File: src/core/crr_defs.svh
// Purpose: constants for the call/return/reset decoder
// Assumes: 16-bit instruction words, 21-bit byte program counter
// Notes:   included by every design file that needs a number
//
// Functional notes
// (RULE_01) relative call: top bits 11011, 11-bit offset
// (RULE_02) push next address before changing PC
// (RULE_03) call target is PC+2+2n, flags untouched
// (RULE_04) relative call takes two cycles, second idle
// (RULE_05) soft reset acts like master clear reset
// (RULE_06) opcode 00FF, one cycle, reset at Q2
// (RULE_07) return-from-interrupt pops stack into PC
// (RULE_08) interrupt return sets high-or-low enable at Q4
// (RULE_09) s bit restores working/status/bank shadows
// (RULE_10) returns leave PC latch registers alone
// (RULE_11) return-with-literal: 0000 1100 then literal
// (RULE_12) literal to working reg, pop, two cycles
// (RULE_13) literal return keeps pc_high_latch unchanged
// (RULE_14) plain return pops at Q4, two cycles
// (RULE_15) each pop moves stack pointer down one; code holds it at zero on an empty pop
`ifndef CRR_DEFS_SVH
`define CRR_DEFS_SVH

`define CRR_PCW        21
`define CRR_Q1         2'h0
`define CRR_Q2         2'h1
`define CRR_Q4         2'h3
`define CRR_CALL_TOP   5'h1B
`define CRR_RESET_OPC  16'h00FF
`define CRR_IRET_TOP   15'h0008
`define CRR_RETURN_TOP 15'h0009
`define CRR_LITRET_TOP 8'h0C
`define CRR_PC_STEP    21'h000002
`define CRR_PC_RST     21'h000000
`define CRR_REGS_RST   20'h00000
`define CRR_SP_EMPTY   5'h00
`define CRR_SP_ONE     5'h01

`define CRR_A_CTRL     12'h000
`define CRR_A_STAT     12'h004
`define CRR_A_PC       12'h008
`define CRR_A_LIVE     12'h00C
`define CRR_A_SHAD     12'h010
`define CRR_CTRL_LOSEL 0
`define CRR_STAT_HI_EN 0
`define CRR_STAT_LO_EN 1
`define CRR_STAT_BUSY  2
`define CRR_STAT_SP_LO 8

`endif

File: src/core/crr_pkg.sv
// Purpose: types shared by the decoder and its testbench
// Assumes: nothing beyond the defs header
// Notes:   regs layout matches the live/shadow register words
package crr_pkg;
  typedef enum logic [0:0] {
    CRR_EXEC = 1'b0,
    CRR_NOP2 = 1'b1
  } crr_state_type;

  typedef enum logic [2:0] {
    CRR_OP_OTHER  = 3'h0,
    CRR_OP_CALL   = 3'h1,
    CRR_OP_RESET  = 3'h2,
    CRR_OP_IRET   = 3'h3,
    CRR_OP_RETURN = 3'h4,
    CRR_OP_LITRET = 3'h5
  } crr_op_type;

  typedef struct packed {
    logic [3:0] bank_select_register;
    logic [7:0] status;
    logic [7:0] working;
  } crr_regs_type;
endpackage

File: src/core/crr_decoder.sv
// Purpose: call/return/soft-reset execution with APB register view
// Assumes: instr valid from the fetch path at Q1, same clock
// Notes:   four clock-enabled ticks make one instruction cycle
//
// The APB interface to the registers and the address map were decided locally.
`timescale 1ns/1ps
`include "crr_defs.svh"
module crr_decoder import crr_pkg::*; #(
  parameter int STACK_DEPTH = 32,
  parameter int SPW         = 5
) (
  input  wire logic               sys_clk,
  input  wire logic               sys_rst,
  input  wire logic               clk_en,
  input  wire logic [15:0]        instr,
  input  wire logic               instr_valid,
  input  wire logic [11:0]        paddr,
  input  wire logic               psel,
  input  wire logic               penable,
  input  wire logic               pwrite,
  input  wire logic [31:0]        pwdata,
  output logic      [31:0]        prdata,
  output logic                    pready,
  output logic                    pslverr,
  output logic [`CRR_PCW-1:0]     prog_counter,
  output crr_regs_type            live_regs,
  output logic                    high_priority_global_int_enable,
  output logic                    low_priority_global_int_enable,
  output logic                    fetch_flush,
  output logic                    soft_reset,
  output logic [1:0]              q_phase
);
  // ------------------------------------------------------------
  // state
  // ------------------------------------------------------------
  logic [1:0]          q_r;
  crr_state_type       state_r;
  logic [15:0]         ir_r;
  logic                ir_vld_r;
  logic [`CRR_PCW-1:0] pc_r;
  logic [SPW-1:0]      sp_r;
  crr_regs_type        live_r;
  crr_regs_type        shadow_r;
  logic                hi_en_r;
  logic                lo_en_r;
  logic                losel_r;
  logic                soft_rst_r;
  logic                flush_r;
  logic [31:0]         prdata_r;
  logic                pready_r;
  logic                pslverr_r;
  logic [`CRR_PCW-1:0] stack_top;

  // soft reset clears the same state as the external reset
  wire rst_int = sys_rst | soft_rst_r; // [RULE_05]

  // ------------------------------------------------------------
  // decode
  // ------------------------------------------------------------
  wire is_call   = ir_r[15:11] == `CRR_CALL_TOP; // [RULE_01]
  wire is_reset  = ir_r == `CRR_RESET_OPC; // [RULE_06]
  wire is_iret   = ir_r[15:1] == `CRR_IRET_TOP; // [RULE_07]
  wire is_return = ir_r[15:1] == `CRR_RETURN_TOP; // [RULE_14]
  wire is_litret = ir_r[15:8] == `CRR_LITRET_TOP; // [RULE_11]
  wire s_bit     = ir_r[0];

  crr_op_type op;
  assign op = !ir_vld_r  ? CRR_OP_OTHER  :
              is_call   ? CRR_OP_CALL   :
              is_reset  ? CRR_OP_RESET  :
              is_iret   ? CRR_OP_IRET   :
              is_return ? CRR_OP_RETURN :
              is_litret ? CRR_OP_LITRET : CRR_OP_OTHER;

  wire exec   = state_r == CRR_EXEC;
  wire at_q1  = clk_en && q_r == `CRR_Q1;
  wire at_q2  = clk_en && q_r == `CRR_Q2;
  wire at_q4  = clk_en && q_r == `CRR_Q4;
  wire is_ret = op == CRR_OP_IRET || op == CRR_OP_RETURN;
  wire is_pop = is_ret || op == CRR_OP_LITRET;

  // offset n doubled and sign-extended to a byte offset
  wire [`CRR_PCW-1:0] off2 = {{(`CRR_PCW-12){ir_r[10]}}, ir_r[10:0], 1'b0};
  wire [`CRR_PCW-1:0] ret_addr = pc_r + `CRR_PC_STEP;
  wire [`CRR_PCW-1:0] call_tgt = ret_addr + off2; // [RULE_03]

  wire full    = sp_r == SPW'(STACK_DEPTH - 1);
  // overflow drops the push rather than corrupting entry 0
  wire push_en = exec && at_q2 && op == CRR_OP_CALL && !full; // [RULE_02]
  wire pop_en  = exec && at_q4 && is_pop;
  wire start_reset = exec && at_q2 && op == CRR_OP_RESET; // [RULE_06]
  wire [SPW-1:0] sp_up = sp_r + `CRR_SP_ONE;
  wire [SPW-1:0] sp_dn = sp_r - `CRR_SP_ONE;
  wire sp_empty = sp_r == `CRR_SP_EMPTY;
  wire [`CRR_PCW-1:0] pop_pc = sp_empty ? `CRR_PC_RST : stack_top;

  crr_stack_mem #(
    .DW    (`CRR_PCW),
    .DEPTH (STACK_DEPTH),
    .AW    (SPW)
  ) u_stack (
    .sys_clk (sys_clk),
    .clk_en  (clk_en),
    .wr_en   (push_en),
    .wr_addr (sp_up),
    .wr_data (ret_addr),
    .rd_addr (sp_r),
    .rd_data (stack_top)
  );

  // ------------------------------------------------------------
  // next-state selection
  // ------------------------------------------------------------
  logic [`CRR_PCW-1:0] pc_nxt;
  crr_regs_type        live_nxt;
  logic [SPW-1:0]      sp_nxt;
  crr_state_type       state_nxt;

  always_comb begin
    pc_nxt    = pc_r;
    live_nxt  = live_r;
    sp_nxt    = sp_r;
    state_nxt = state_r;
    if (push_en) begin
      sp_nxt = sp_up; // [RULE_02]
    end
    if (at_q4) begin
      unique case (state_r)
        CRR_NOP2: begin
          state_nxt = CRR_EXEC; // [RULE_04]
        end
        CRR_EXEC: begin
          if (op == CRR_OP_CALL) begin
            pc_nxt    = call_tgt; // [RULE_03]
            state_nxt = CRR_NOP2; // [RULE_04]
          end else if (is_pop) begin
            // PC reloads but no PC latch register does; latch registers live elsewhere
            pc_nxt    = pop_pc; // [RULE_07] [RULE_10] [RULE_13] [RULE_14]
            sp_nxt    = sp_empty ? sp_r : sp_dn; // [RULE_15]
            state_nxt = CRR_NOP2; // [RULE_12]
            if (is_ret && s_bit) begin
              live_nxt = shadow_r; // [RULE_09]
            end
            if (op == CRR_OP_LITRET) begin
              live_nxt.working = ir_r[7:0]; // [RULE_12]
            end
          end else if (ir_vld_r) begin
            pc_nxt = ret_addr;
          end
        end
      endcase
    end
  end

  // ------------------------------------------------------------
  // APB slave
  // ------------------------------------------------------------
  wire a_ctrl = paddr == `CRR_A_CTRL;
  wire a_stat = paddr == `CRR_A_STAT;
  wire a_pc   = paddr == `CRR_A_PC;
  wire a_live = paddr == `CRR_A_LIVE;
  wire a_shad = paddr == `CRR_A_SHAD;
  wire mapped = a_ctrl | a_stat | a_pc | a_live | a_shad;
  wire access = psel && penable && !pready_r;
  // write commits on the edge that completes the transfer
  wire wr_done = psel && penable && pready_r && pwrite;
  wire wr_stat = wr_done && a_stat;

  logic [31:0] stat_word;
  logic [31:0] rd_word;
  assign stat_word = {19'h00000, sp_r, 5'h00, state_r, lo_en_r, hi_en_r};
  assign rd_word = a_ctrl ? {31'h00000000, losel_r} :
                   a_stat ? stat_word :
                   a_pc   ? {11'h000, pc_r} :
                   a_live ? {12'h000, live_r} :
                   a_shad ? {12'h000, shadow_r} : 32'h00000000;

  // interrupt return picks the priority level set in ctrl
  wire set_hi_en = pop_en && op == CRR_OP_IRET && !losel_r; // [RULE_08]
  wire set_lo_en = pop_en && op == CRR_OP_IRET && losel_r; // [RULE_08]

  // ------------------------------------------------------------
  // registers
  // ------------------------------------------------------------
  always_ff @(posedge sys_clk) begin
    if (rst_int) begin
      q_r      <= `CRR_Q1;
      state_r  <= CRR_EXEC;
      ir_r     <= 16'h0000;
      ir_vld_r <= 1'b0;
      pc_r     <= `CRR_PC_RST;
      sp_r     <= `CRR_SP_EMPTY;
      live_r   <= `CRR_REGS_RST;
      flush_r  <= 1'b0;
    end else if (clk_en) begin
      q_r     <= q_r + 2'h1;
      state_r <= state_nxt;
      pc_r    <= pc_nxt;
      sp_r    <= sp_nxt;
      live_r  <= live_nxt;
      flush_r <= state_nxt == CRR_NOP2; // [RULE_04]
      if (at_q1) begin
        ir_r     <= instr;
        ir_vld_r <= instr_valid && exec;
      end
    end
  end

  always_ff @(posedge sys_clk) begin
    if (rst_int) begin
      hi_en_r  <= 1'b0;
      lo_en_r  <= 1'b0;
      losel_r  <= 1'b0;
      shadow_r <= `CRR_REGS_RST;
    end else if (clk_en) begin
      // hardware set wins over a software clear in the same cycle
      hi_en_r <= set_hi_en | (wr_stat ? pwdata[`CRR_STAT_HI_EN] : hi_en_r);
      lo_en_r <= set_lo_en | (wr_stat ? pwdata[`CRR_STAT_LO_EN] : lo_en_r);
      if (wr_done && a_ctrl) begin
        losel_r <= pwdata[`CRR_CTRL_LOSEL];
      end
      if (wr_done && a_shad) begin
        shadow_r <= pwdata[19:0];
      end
    end
  end

  always_ff @(posedge sys_clk) begin
    if (rst_int) begin
      pready_r  <= 1'b0;
      pslverr_r <= 1'b0;
      prdata_r  <= 32'h00000000;
    end else if (clk_en) begin
      pready_r  <= access;
      pslverr_r <= access && !mapped;
      prdata_r  <= (access && !pwrite) ? rd_word : 32'h00000000;
    end
  end

  // the soft reset pulse lasts one enabled tick; only the external reset, not rst_int, resets it
  always_ff @(posedge sys_clk) begin
    if (sys_rst) begin
      soft_rst_r <= 1'b0;
    end else if (clk_en) begin
      soft_rst_r <= start_reset; // [RULE_05]
    end
  end

  assign prdata       = prdata_r;
  assign pready       = pready_r;
  assign pslverr      = pslverr_r;
  assign prog_counter = pc_r;
  assign live_regs    = live_r;
  assign fetch_flush  = flush_r;
  assign soft_reset   = soft_rst_r;
  assign q_phase      = q_r;
  assign high_priority_global_int_enable = hi_en_r;
  assign low_priority_global_int_enable  = lo_en_r;

  // ------------------------------------------------------------
  // checks
  // ------------------------------------------------------------
  a_call_decode: assert property (@(posedge sys_clk) disable iff (rst_int) // [RULE_01]
    (ir_vld_r && ir_r[15:11] == `CRR_CALL_TOP) |-> op == CRR_OP_CALL)
    else $error("relative call not decoded");

  a_push_first: assert property (@(posedge sys_clk) disable iff (rst_int) // [RULE_02]
    (push_en) |=> (pc_r == $past(pc_r) && sp_r == $past(sp_up)))
    else $error("push did not precede pc change");

  a_call_target: assert property (@(posedge sys_clk) disable iff (rst_int) // [RULE_03]
    (exec && at_q4 && op == CRR_OP_CALL)
    |=> (pc_r == $past(pc_r) + `CRR_PC_STEP + $past(off2) && live_r == $past(live_r)))
    else $error("call target wrong");

  a_call_two_cyc: assert property (@(posedge sys_clk) disable iff (rst_int) // [RULE_04]
    (exec && at_q4 && op == CRR_OP_CALL && clk_en) |=> (fetch_flush && state_r == CRR_NOP2))
    else $error("call second cycle missing");

  a_soft_reset_clr: assert property (@(posedge sys_clk) disable iff (sys_rst) // [RULE_05]
    soft_rst_r |=> (pc_r == `CRR_PC_RST && sp_r == `CRR_SP_EMPTY && !hi_en_r && !lo_en_r))
    else $error("soft reset left state");

  a_reset_at_q2: assert property (@(posedge sys_clk) disable iff (sys_rst) // [RULE_06]
    $rose(soft_rst_r) |-> ($past(q_r) == `CRR_Q2 && $past(ir_r) == `CRR_RESET_OPC))
    else $error("soft reset started at wrong phase");

  a_iret_enable: assert property (@(posedge sys_clk) disable iff (rst_int) // [RULE_08]
    (pop_en && op == CRR_OP_IRET) |=> (hi_en_r || lo_en_r))
    else $error("interrupt enable not set");

  a_shadow_keep: assert property (@(posedge sys_clk) disable iff (rst_int) // [RULE_09]
    (pop_en && is_ret && !s_bit) |=> live_r == $past(live_r))
    else $error("live regs changed with s clear");

  a_literal_w: assert property (@(posedge sys_clk) disable iff (rst_int) // [RULE_12]
    (pop_en && op == CRR_OP_LITRET) |=> (live_r.working == $past(ir_r[7:0]) && flush_r))
    else $error("literal not written");

  a_pop_sp: assert property (@(posedge sys_clk) disable iff (rst_int) // [RULE_15]
    (pop_en && !sp_empty) |=> (sp_r == $past(sp_r) - `CRR_SP_ONE && pc_r == $past(stack_top)))
    else $error("pop did not lower pointer");
endmodule

File: src/core/crr_stack_mem.sv
// Purpose: return stack storage, registered read port
// Assumes: caller keeps the pointer; entry 0 is never written
// Notes:   contents survive reset, like a real return stack
`timescale 1ns/1ps
module crr_stack_mem #(
  parameter int DW    = 21,
  parameter int DEPTH = 32,
  parameter int AW    = 5
) (
  input  wire logic          sys_clk,
  input  wire logic          clk_en,
  input  wire logic          wr_en,
  input  wire logic [AW-1:0] wr_addr,
  input  wire logic [DW-1:0] wr_data,
  input  wire logic [AW-1:0] rd_addr,
  output logic      [DW-1:0] rd_data
);
  logic [DW-1:0] mem [DEPTH];

  always_ff @(posedge sys_clk) begin
    if (clk_en && wr_en) begin
      mem[wr_addr] <= wr_data;
    end
  end

  always_ff @(posedge sys_clk) begin
    if (clk_en) begin
      rd_data <= mem[rd_addr];
    end
  end
endmodule

File: config.mk
export PLATFORM = sky130hd
export DESIGN_NAME = crr_decoder
export DESIGN_NICKNAME = d
export VERILOG_FILES = /design/src/core/crr_pkg.sv /design/src/core/crr_decoder.sv /design/src/core/crr_stack_mem.sv
export VERILOG_INCLUDE_DIRS = /design/src /design/src/core
export SDC_FILE = /design/constraint.sdc
export NUM_CORES = 1
export LEC_CHECK = 0
export ABC_AREA = 1
export BUFFER_PORTS_ARGS = -buffer_cell sky130_fd_sc_hd__buf_4
export CAP_MARGIN = 20
export CORE_ASPECT_RATIO = 0.9
export CORE_MARGIN = 1
export CORE_UTILIZATION = 47
export DETAILED_ROUTE_END_ITERATION = 8
export PLACE_DENSITY = 0.71
export SLEW_MARGIN = 25
export SYNTH_ARGS = -nofsm -noshare
export SYNTH_HDL_FRONTEND = slang
export SYNTH_SLANG_ARGS = --single-unit
File: constraint.sdc
create_clock -name sys_clk -period 9.7 [get_ports sys_clk]
set_input_delay 0.97 -clock sys_clk [delete_from_list [all_inputs] [get_ports sys_clk]]
set_output_delay 0.97 -clock sys_clk [all_outputs]
set_load 0.05 [all_outputs]
==> results.toml, run 1 <==
[final_layout]
final_cells = 4097
nets = 3181
area_growth_pct = 13.5
drive_above_1_share = 0.126
final_core_utilization = 0.539
diodes = 0

[logic_synthesis]
synthCells = 2995
yosys.area.top_type = "edfxtp_1"
yosys-mux-area-fraction = 0
synth_common_cells = "693 x edfxtp_1, 545 x nor2_1, 427 x o21ai_0"
synthAdderAreaFrac = 0.0113
ys_async_sr_fraction = 0
synth_xor_area_frac = 0.00670
synth_area_sq_um = 34000
synth_simple_gate_area_frac = 0.118
synth_top_area_share = 0.612
syn-mean-instance-area_sq_um = 11.3
synth.most_common_cell = "edfxtp_1"
ys.flop_type = "edfxtp_1"
ys_seq_area_frac = 0.679
ys_types = 48
ys_ff_latch = 806
synth_compound_area_frac = 0.147
synth.area.top_cells = "edfxtp_1 61%, dfxtp_1 6.7%, o21ai_0 6.3%"
synth_top_family_by_area = "compound AO/OA/AOI/OAI gates"
synth_edf_count = 693
ys_warn_count = 0

[status]
status = "complete, no violations"

[setup_path]
path_delay_family = "buffers and inverters"
critical_path_class = "flip-flop to flip-flop"
worstSetupStartpointType = "flip-flop"
max_stage_delay_ps = 960
slowest_stage = "dfxtp_4"
crit_arrival_ps = 4620
crit_fanout = 108
cp-end-kind = "flip-flop"
worstPathRequired_ps = 10010
crit_chain = "buf_4 > inv_8 > buf_4 > o21ai_0 > o22ai_1 > o21ai_0 > a32oi_1"
crit_buf_inv = 3

[timing]
max_freq_mhz = 232
clock_skew_ps = 21.9
slew_headroom = 0.272
tightest_slew_ps = 1090
tns_ps = 0
rsz0062_at_grt = "false"
finalMaxSlewViolations = 0
fin_crit_sh = 0.444
fin_crit_ps = 4300
setup_viol = 0
hold_violations = 0

[grt]
grt_pass1_vias = 22933
antenna_found_initial = 2
grt_usage = 0.253
grt_max_degree = 170
grt_pass1_wl_um = 141000
grt-ovfl-total = 0

[drt]
firstDrtPassIters = 6
drt-total-wl_um = 94500
maxUsedRoutingLayer = "met5"
wl_met2_um = 43500
drt-initial-drc-count = 2802
met3WireLength_um = 9340
drc = 0
ant_nets = 0
vias = 24571
vias_per_cell = 6.00
wl_met1_um = 38800
wl_per_cell_um = 23.1

[power_and_ir_drop]
vdd.ir_drop.worst_mv = 0.119
leakage_nw = 12.7
p_per_area_nw_per_um2 = 179

[clocking]
cts-root-buf = "clkbuf_16"
cts_made_buffers = 79
clk_latency_ps = 640
cts_tree = "done"
clk_pin_slew_ps = 60
clockBufferDepth = 3
cts.sinks = 806
cts_setup_buffers = 0
post_cts_resized = 0
ctsHoldBuffers = 0
ctsHtreeMaxLevel = 3

[placement]
routabilityCongestion = 0.919
dp.final_hpwl_um = 54500
dp.cells = 3953
io_buffers = 124

[job]
max-cap-violations = 0

[die]
die_h_um = 257
core_sq_um = 71600
initial_core_util = 0.475
dieArea_sq_um = 73400
die_x_um = 285
ios = 148
row_count = 93

[min_path]
hold_path.class = "flip-flop to flip-flop"
## where the power goes
group | total, mW | internal [mW] | switching [mW]
registers | 3.73 | 3.72 | 0.0143
clock network | 3.04 | 1.72 | 1.32
logic | 0.124 | 0.0404 | 0.0837
total | 6.90 | 5.48 | 1.42
## stage by stage
stage	instance area, sq um	setup WS, ps	hold WS (ps)	total power, mW
floorplan	34000	5410	454	3.88
global placement	36000	5610	454	3.93
detailed placement	36000	5570	456	3.93
CTS	38600	5590	466	6.92
global route	38600	5250	483	7.07
finish	38600	5400	463	6.90
## kinds of logic (layout without fill, tap and decap cells)
| kind of cell | Yosys count | in the layout |
|---|---|---|
| XOR/XNOR | 26 | 26 |
| AO/OA/AOI/OAI | 836 | 836 |
| AND/OR/NAND/NOR | 986 | 986 |
| flip-flops | 806 | 806 |
| buffers and inverters | 310 | 452 |
| other | 1 | 11 |
| adder cells (fa/ha/maj) | 30 | 30 |
## metal layers
layer  global-route usage  vias to the layer above
met5                    0                        -
met4               0.0832                        2
met3               0.0485                      171
met2                0.389                     1241
met1                0.363                    12056
li1                     -                    11101
## area by class of cell
| cell class | instances | area, sq um |
|---|---|---|
| inverter | 111 | 428 |
| fill | 5988 | 33000 |
| clock inverter | 46 | 447 |
| multi-input combinational | 1889 | 9820 |
| clock buffer | 98 | 2110 |
| timing repair buffer | 197 | 1490 |
| sequential | 806 | 23100 |
| tap | 950 | 1190 |
## path summary, 6_finish.rpt
check | startpoint | endpoint | slack [ps] | cells after the start
worst max-delay path | sp_r[0] | u_stack.rd_data[17] | 5400 | 7
worst min-delay path | prdata[13] | prdata[13] | 460 | 2
worst max register to register | sp_r[0] | u_stack.rd_data[17] | 5400 | 7
worst min register to register | prdata[13] | prdata[13] | 460 | 2
## registers in the layout (all words and copies together) (netlist names), 2 cells and up
| register | cells |
|---|---|
| prdata | 21 |
| sp_r | 5 |
| u_stack.rd_data | 21 |
| live_regs | 20 |
| q_phase | 2 |
| prog_counter | 21 |
| u_stack.mem | 672 |
| ir_r | 16 |
| shadow_r | 20 |
## tightest hold or removal path: stages (launching register included)
cell and delay [ps]:
dfxtp_1 310, nand2_1 60, a21oi_1 50
## cell usage in the layout, fill, tap and decap left out, drive strengths merged
cell type  netlist  final
o2111ai          8      8
clkbuf         126     98
xnor2            7      7
buf             73    197
o221ai         129    129
a31oi           25     25
nand3b           3      3
o31ai            1      1
o211ai          19     19
nor3             5      5
nor4             1      1
nand2          292    292
or2              3      3
conb             1     11
nand3          114    114
edfxtp         693    693
bufinv           0      6
dfxtp          113    113
a21oi          119    119
inv            108    110
nand4           14     14
ha              29     29
o21bai           4      4
clkinvlp         0      7
a21boi           1      1
clkinv           3     34
nor2           552    552
xor2            19     19
fa               1      1
and3             1      1
a32oi           20     20
a21o             2      2
and2             1      1
o22ai           43     43
o21a             1      1
a211oi          20     20
o21ai          444    444
Note: power is estimated with default switching activity, not from simulation.
==> run 2: changes to the inputs <==
Settings changed: PLACE_DENSITY 0.71 to 0.73.
Clock period 9.7 ns to 3.7 ns, I/O delays scaled along.
==> results.toml, run 2 (same netlist as run 1, synthesis figures left out) <==
[drt]
ant_nets = 0
drt-initial-drc-count = 3250
drt-total-wl_um = 96600
vias_per_cell = 5.97
vias = 24937
drc = 0
wl_per_cell_um = 23.1
firstDrtPassIters = 5

[timing]
finalMaxSlewViolations = 0
hold_ws_ps = 14.5
max_freq_mhz = 286
setup_viol = 0
fin_crit_ps = 3490
clock_skew_ps = 26.9
tightest_slew_ps = 1050
fin_crit_sh = 0.944
rsz0062_at_grt = "false"
tns_ps = 0
slew_headroom = 0.294
setup_ws_ps = 207
hold_violations = 0

[power_and_ir_drop]
leakage_nw = 13.2
p_per_area_nw_per_um2 = 458
p_clk_frac = 0.442
sequentialPowerShare = 0.539
vdd.ir_drop.worst_mv = 0.387
p_sw_frac = 0.205
switchingPower_mw = 3.73
p_int_mw = 14.4
finalPower_mw = 18.1
power_frac_comb = 0.019

[clocking]
clk_latency_ps = 650
ctsHoldBuffers = 11
ctsHtreeMaxLevel = 3
cts_setup_buffers = 0
post_cts_resized = 0
cts_made_buffers = 81
cts.sinks = 806
clk_pin_slew_ps = 60
clockBufferDepth = 3
cts_tree = "done"
cts-root-buf = "clkbuf_16"

[die]
row_count = 93
die_h_um = 257
ios = 148
core_sq_um = 71600
dieArea_sq_um = 73400
die_x_um = 285
initial_core_util = 0.475

[grt]
grt_max_degree = 209
antenna_found_initial = 2
grt_usage = 0.259
grt_pass1_wl_um = 143000
grt_pass1_vias = 23213
grt-ovfl-total = 0

[setup_path]
worstPathRequired_ps = 4220
reg2reg_slack_ps = 210
crit_arrival_ps = 4010
crit_fanout = 5
crit_buf_inv = 2
max_stage_delay_ps = 410
crit_chain = "ha_1 > nand3_1 > nor2_1 > nand3_2 > nor2_2 > buf_4 > xor2_4 > ha_1 > nand2_1 > inv_1 > a21boi_0 > nand3_1 > or2_2 > a31oi_1 > a21oi_1"
slowest_stage = "dfxtp_1"
worstSetupStartpointType = "flip-flop"
critical_path_class = "flip-flop to flip-flop"
path_delay_family = "simple AND/OR/NAND/NOR gates"
cp-end-kind = "flip-flop"

[final_layout]
final_core_utilization = 0.554
final_cell_mix = "693 x edfxtp_1, 510 x nor2_1, 427 x o21ai_0"
largest_reg_flops = 672
final_common_cell = "edfxtp_1"
drive_above_1_share = 0.144
area_growth_pct = 16.6
nets = 3264
top_register = "u_stack.mem"

[placement]
routabilityCongestion = 0.950
dp.final_hpwl_um = 58700
preCtsSetupSlack_ps = 297
io_buffers = 124

[job]
max-cap-violations = 0

[status]
status = "complete, no violations"

[min_path]
hold_path.class = "primary input to flip-flop"
==> run 2: final cells by class <==
cell class	instances	area, sq um
Antenna cell	1	2.50
Clock buffer	103	2180
Clock inverter	42	380
Fill cell	5858	31900
Inverter	111	428
Multi-Input combinational cell	1889	9900
Sequential cell	806	23100
Tap cell	950	1190
Timing Repair Buffer	278	2460
==> run 2: worst paths after layout <==
| check | startpoint | end | depth (start not counted) |
|---|---|---|---|
| setup / recovery | prog_counter[2] | prog_counter[13] | 15 |
| hold / removal | pwdata[15] | shadow_r[15] | 3 |
| setup reg to reg | prog_counter[2] | prog_counter[13] | 15 |
| hold reg to reg | prdata[9] | prdata[9] | 2 |
==> run 2: metal layers <==
layer | part of all wire | GRT usage | vias up
met2 | 0.46 | 0.395 | 1369
met4 | 0.037 | 0.0998 | 2
met5 | 0.000072 | 0 | -
met1 | 0.41 | 0.365 | 12064
li1 | - | - | 11285
met3 | 0.10 | 0.0504 | 217
==> run 2: stage by stage <==
stage / std cells / cell area, sq um
detailed placement: 4023 / 37000
finish: 4180 / 39600
CTS: 4179 / 39600
floorplan: 3005 / 34200
global placement: 4023 / 37000
global route: 4179 / 39600
==> run 2: tightest hold or removal path: stages <==
cell,delay (ps)
buf_4,110
nor2_1,90
a211oi_1,50
==> run 2: power by group through the flow <==
stage	Combinational (mW)	Clock [mW]	Sequential (mW)
5_1_grt	0.374	8.40	9.78
6_report	0.344	8.01	9.79
3_3_place_gp	0.323	0	9.98
4_1_cts	0.338	8.06	9.79
2_1_floorplan	0.197	0	9.99
3_5_place_dp	0.327	0	9.98
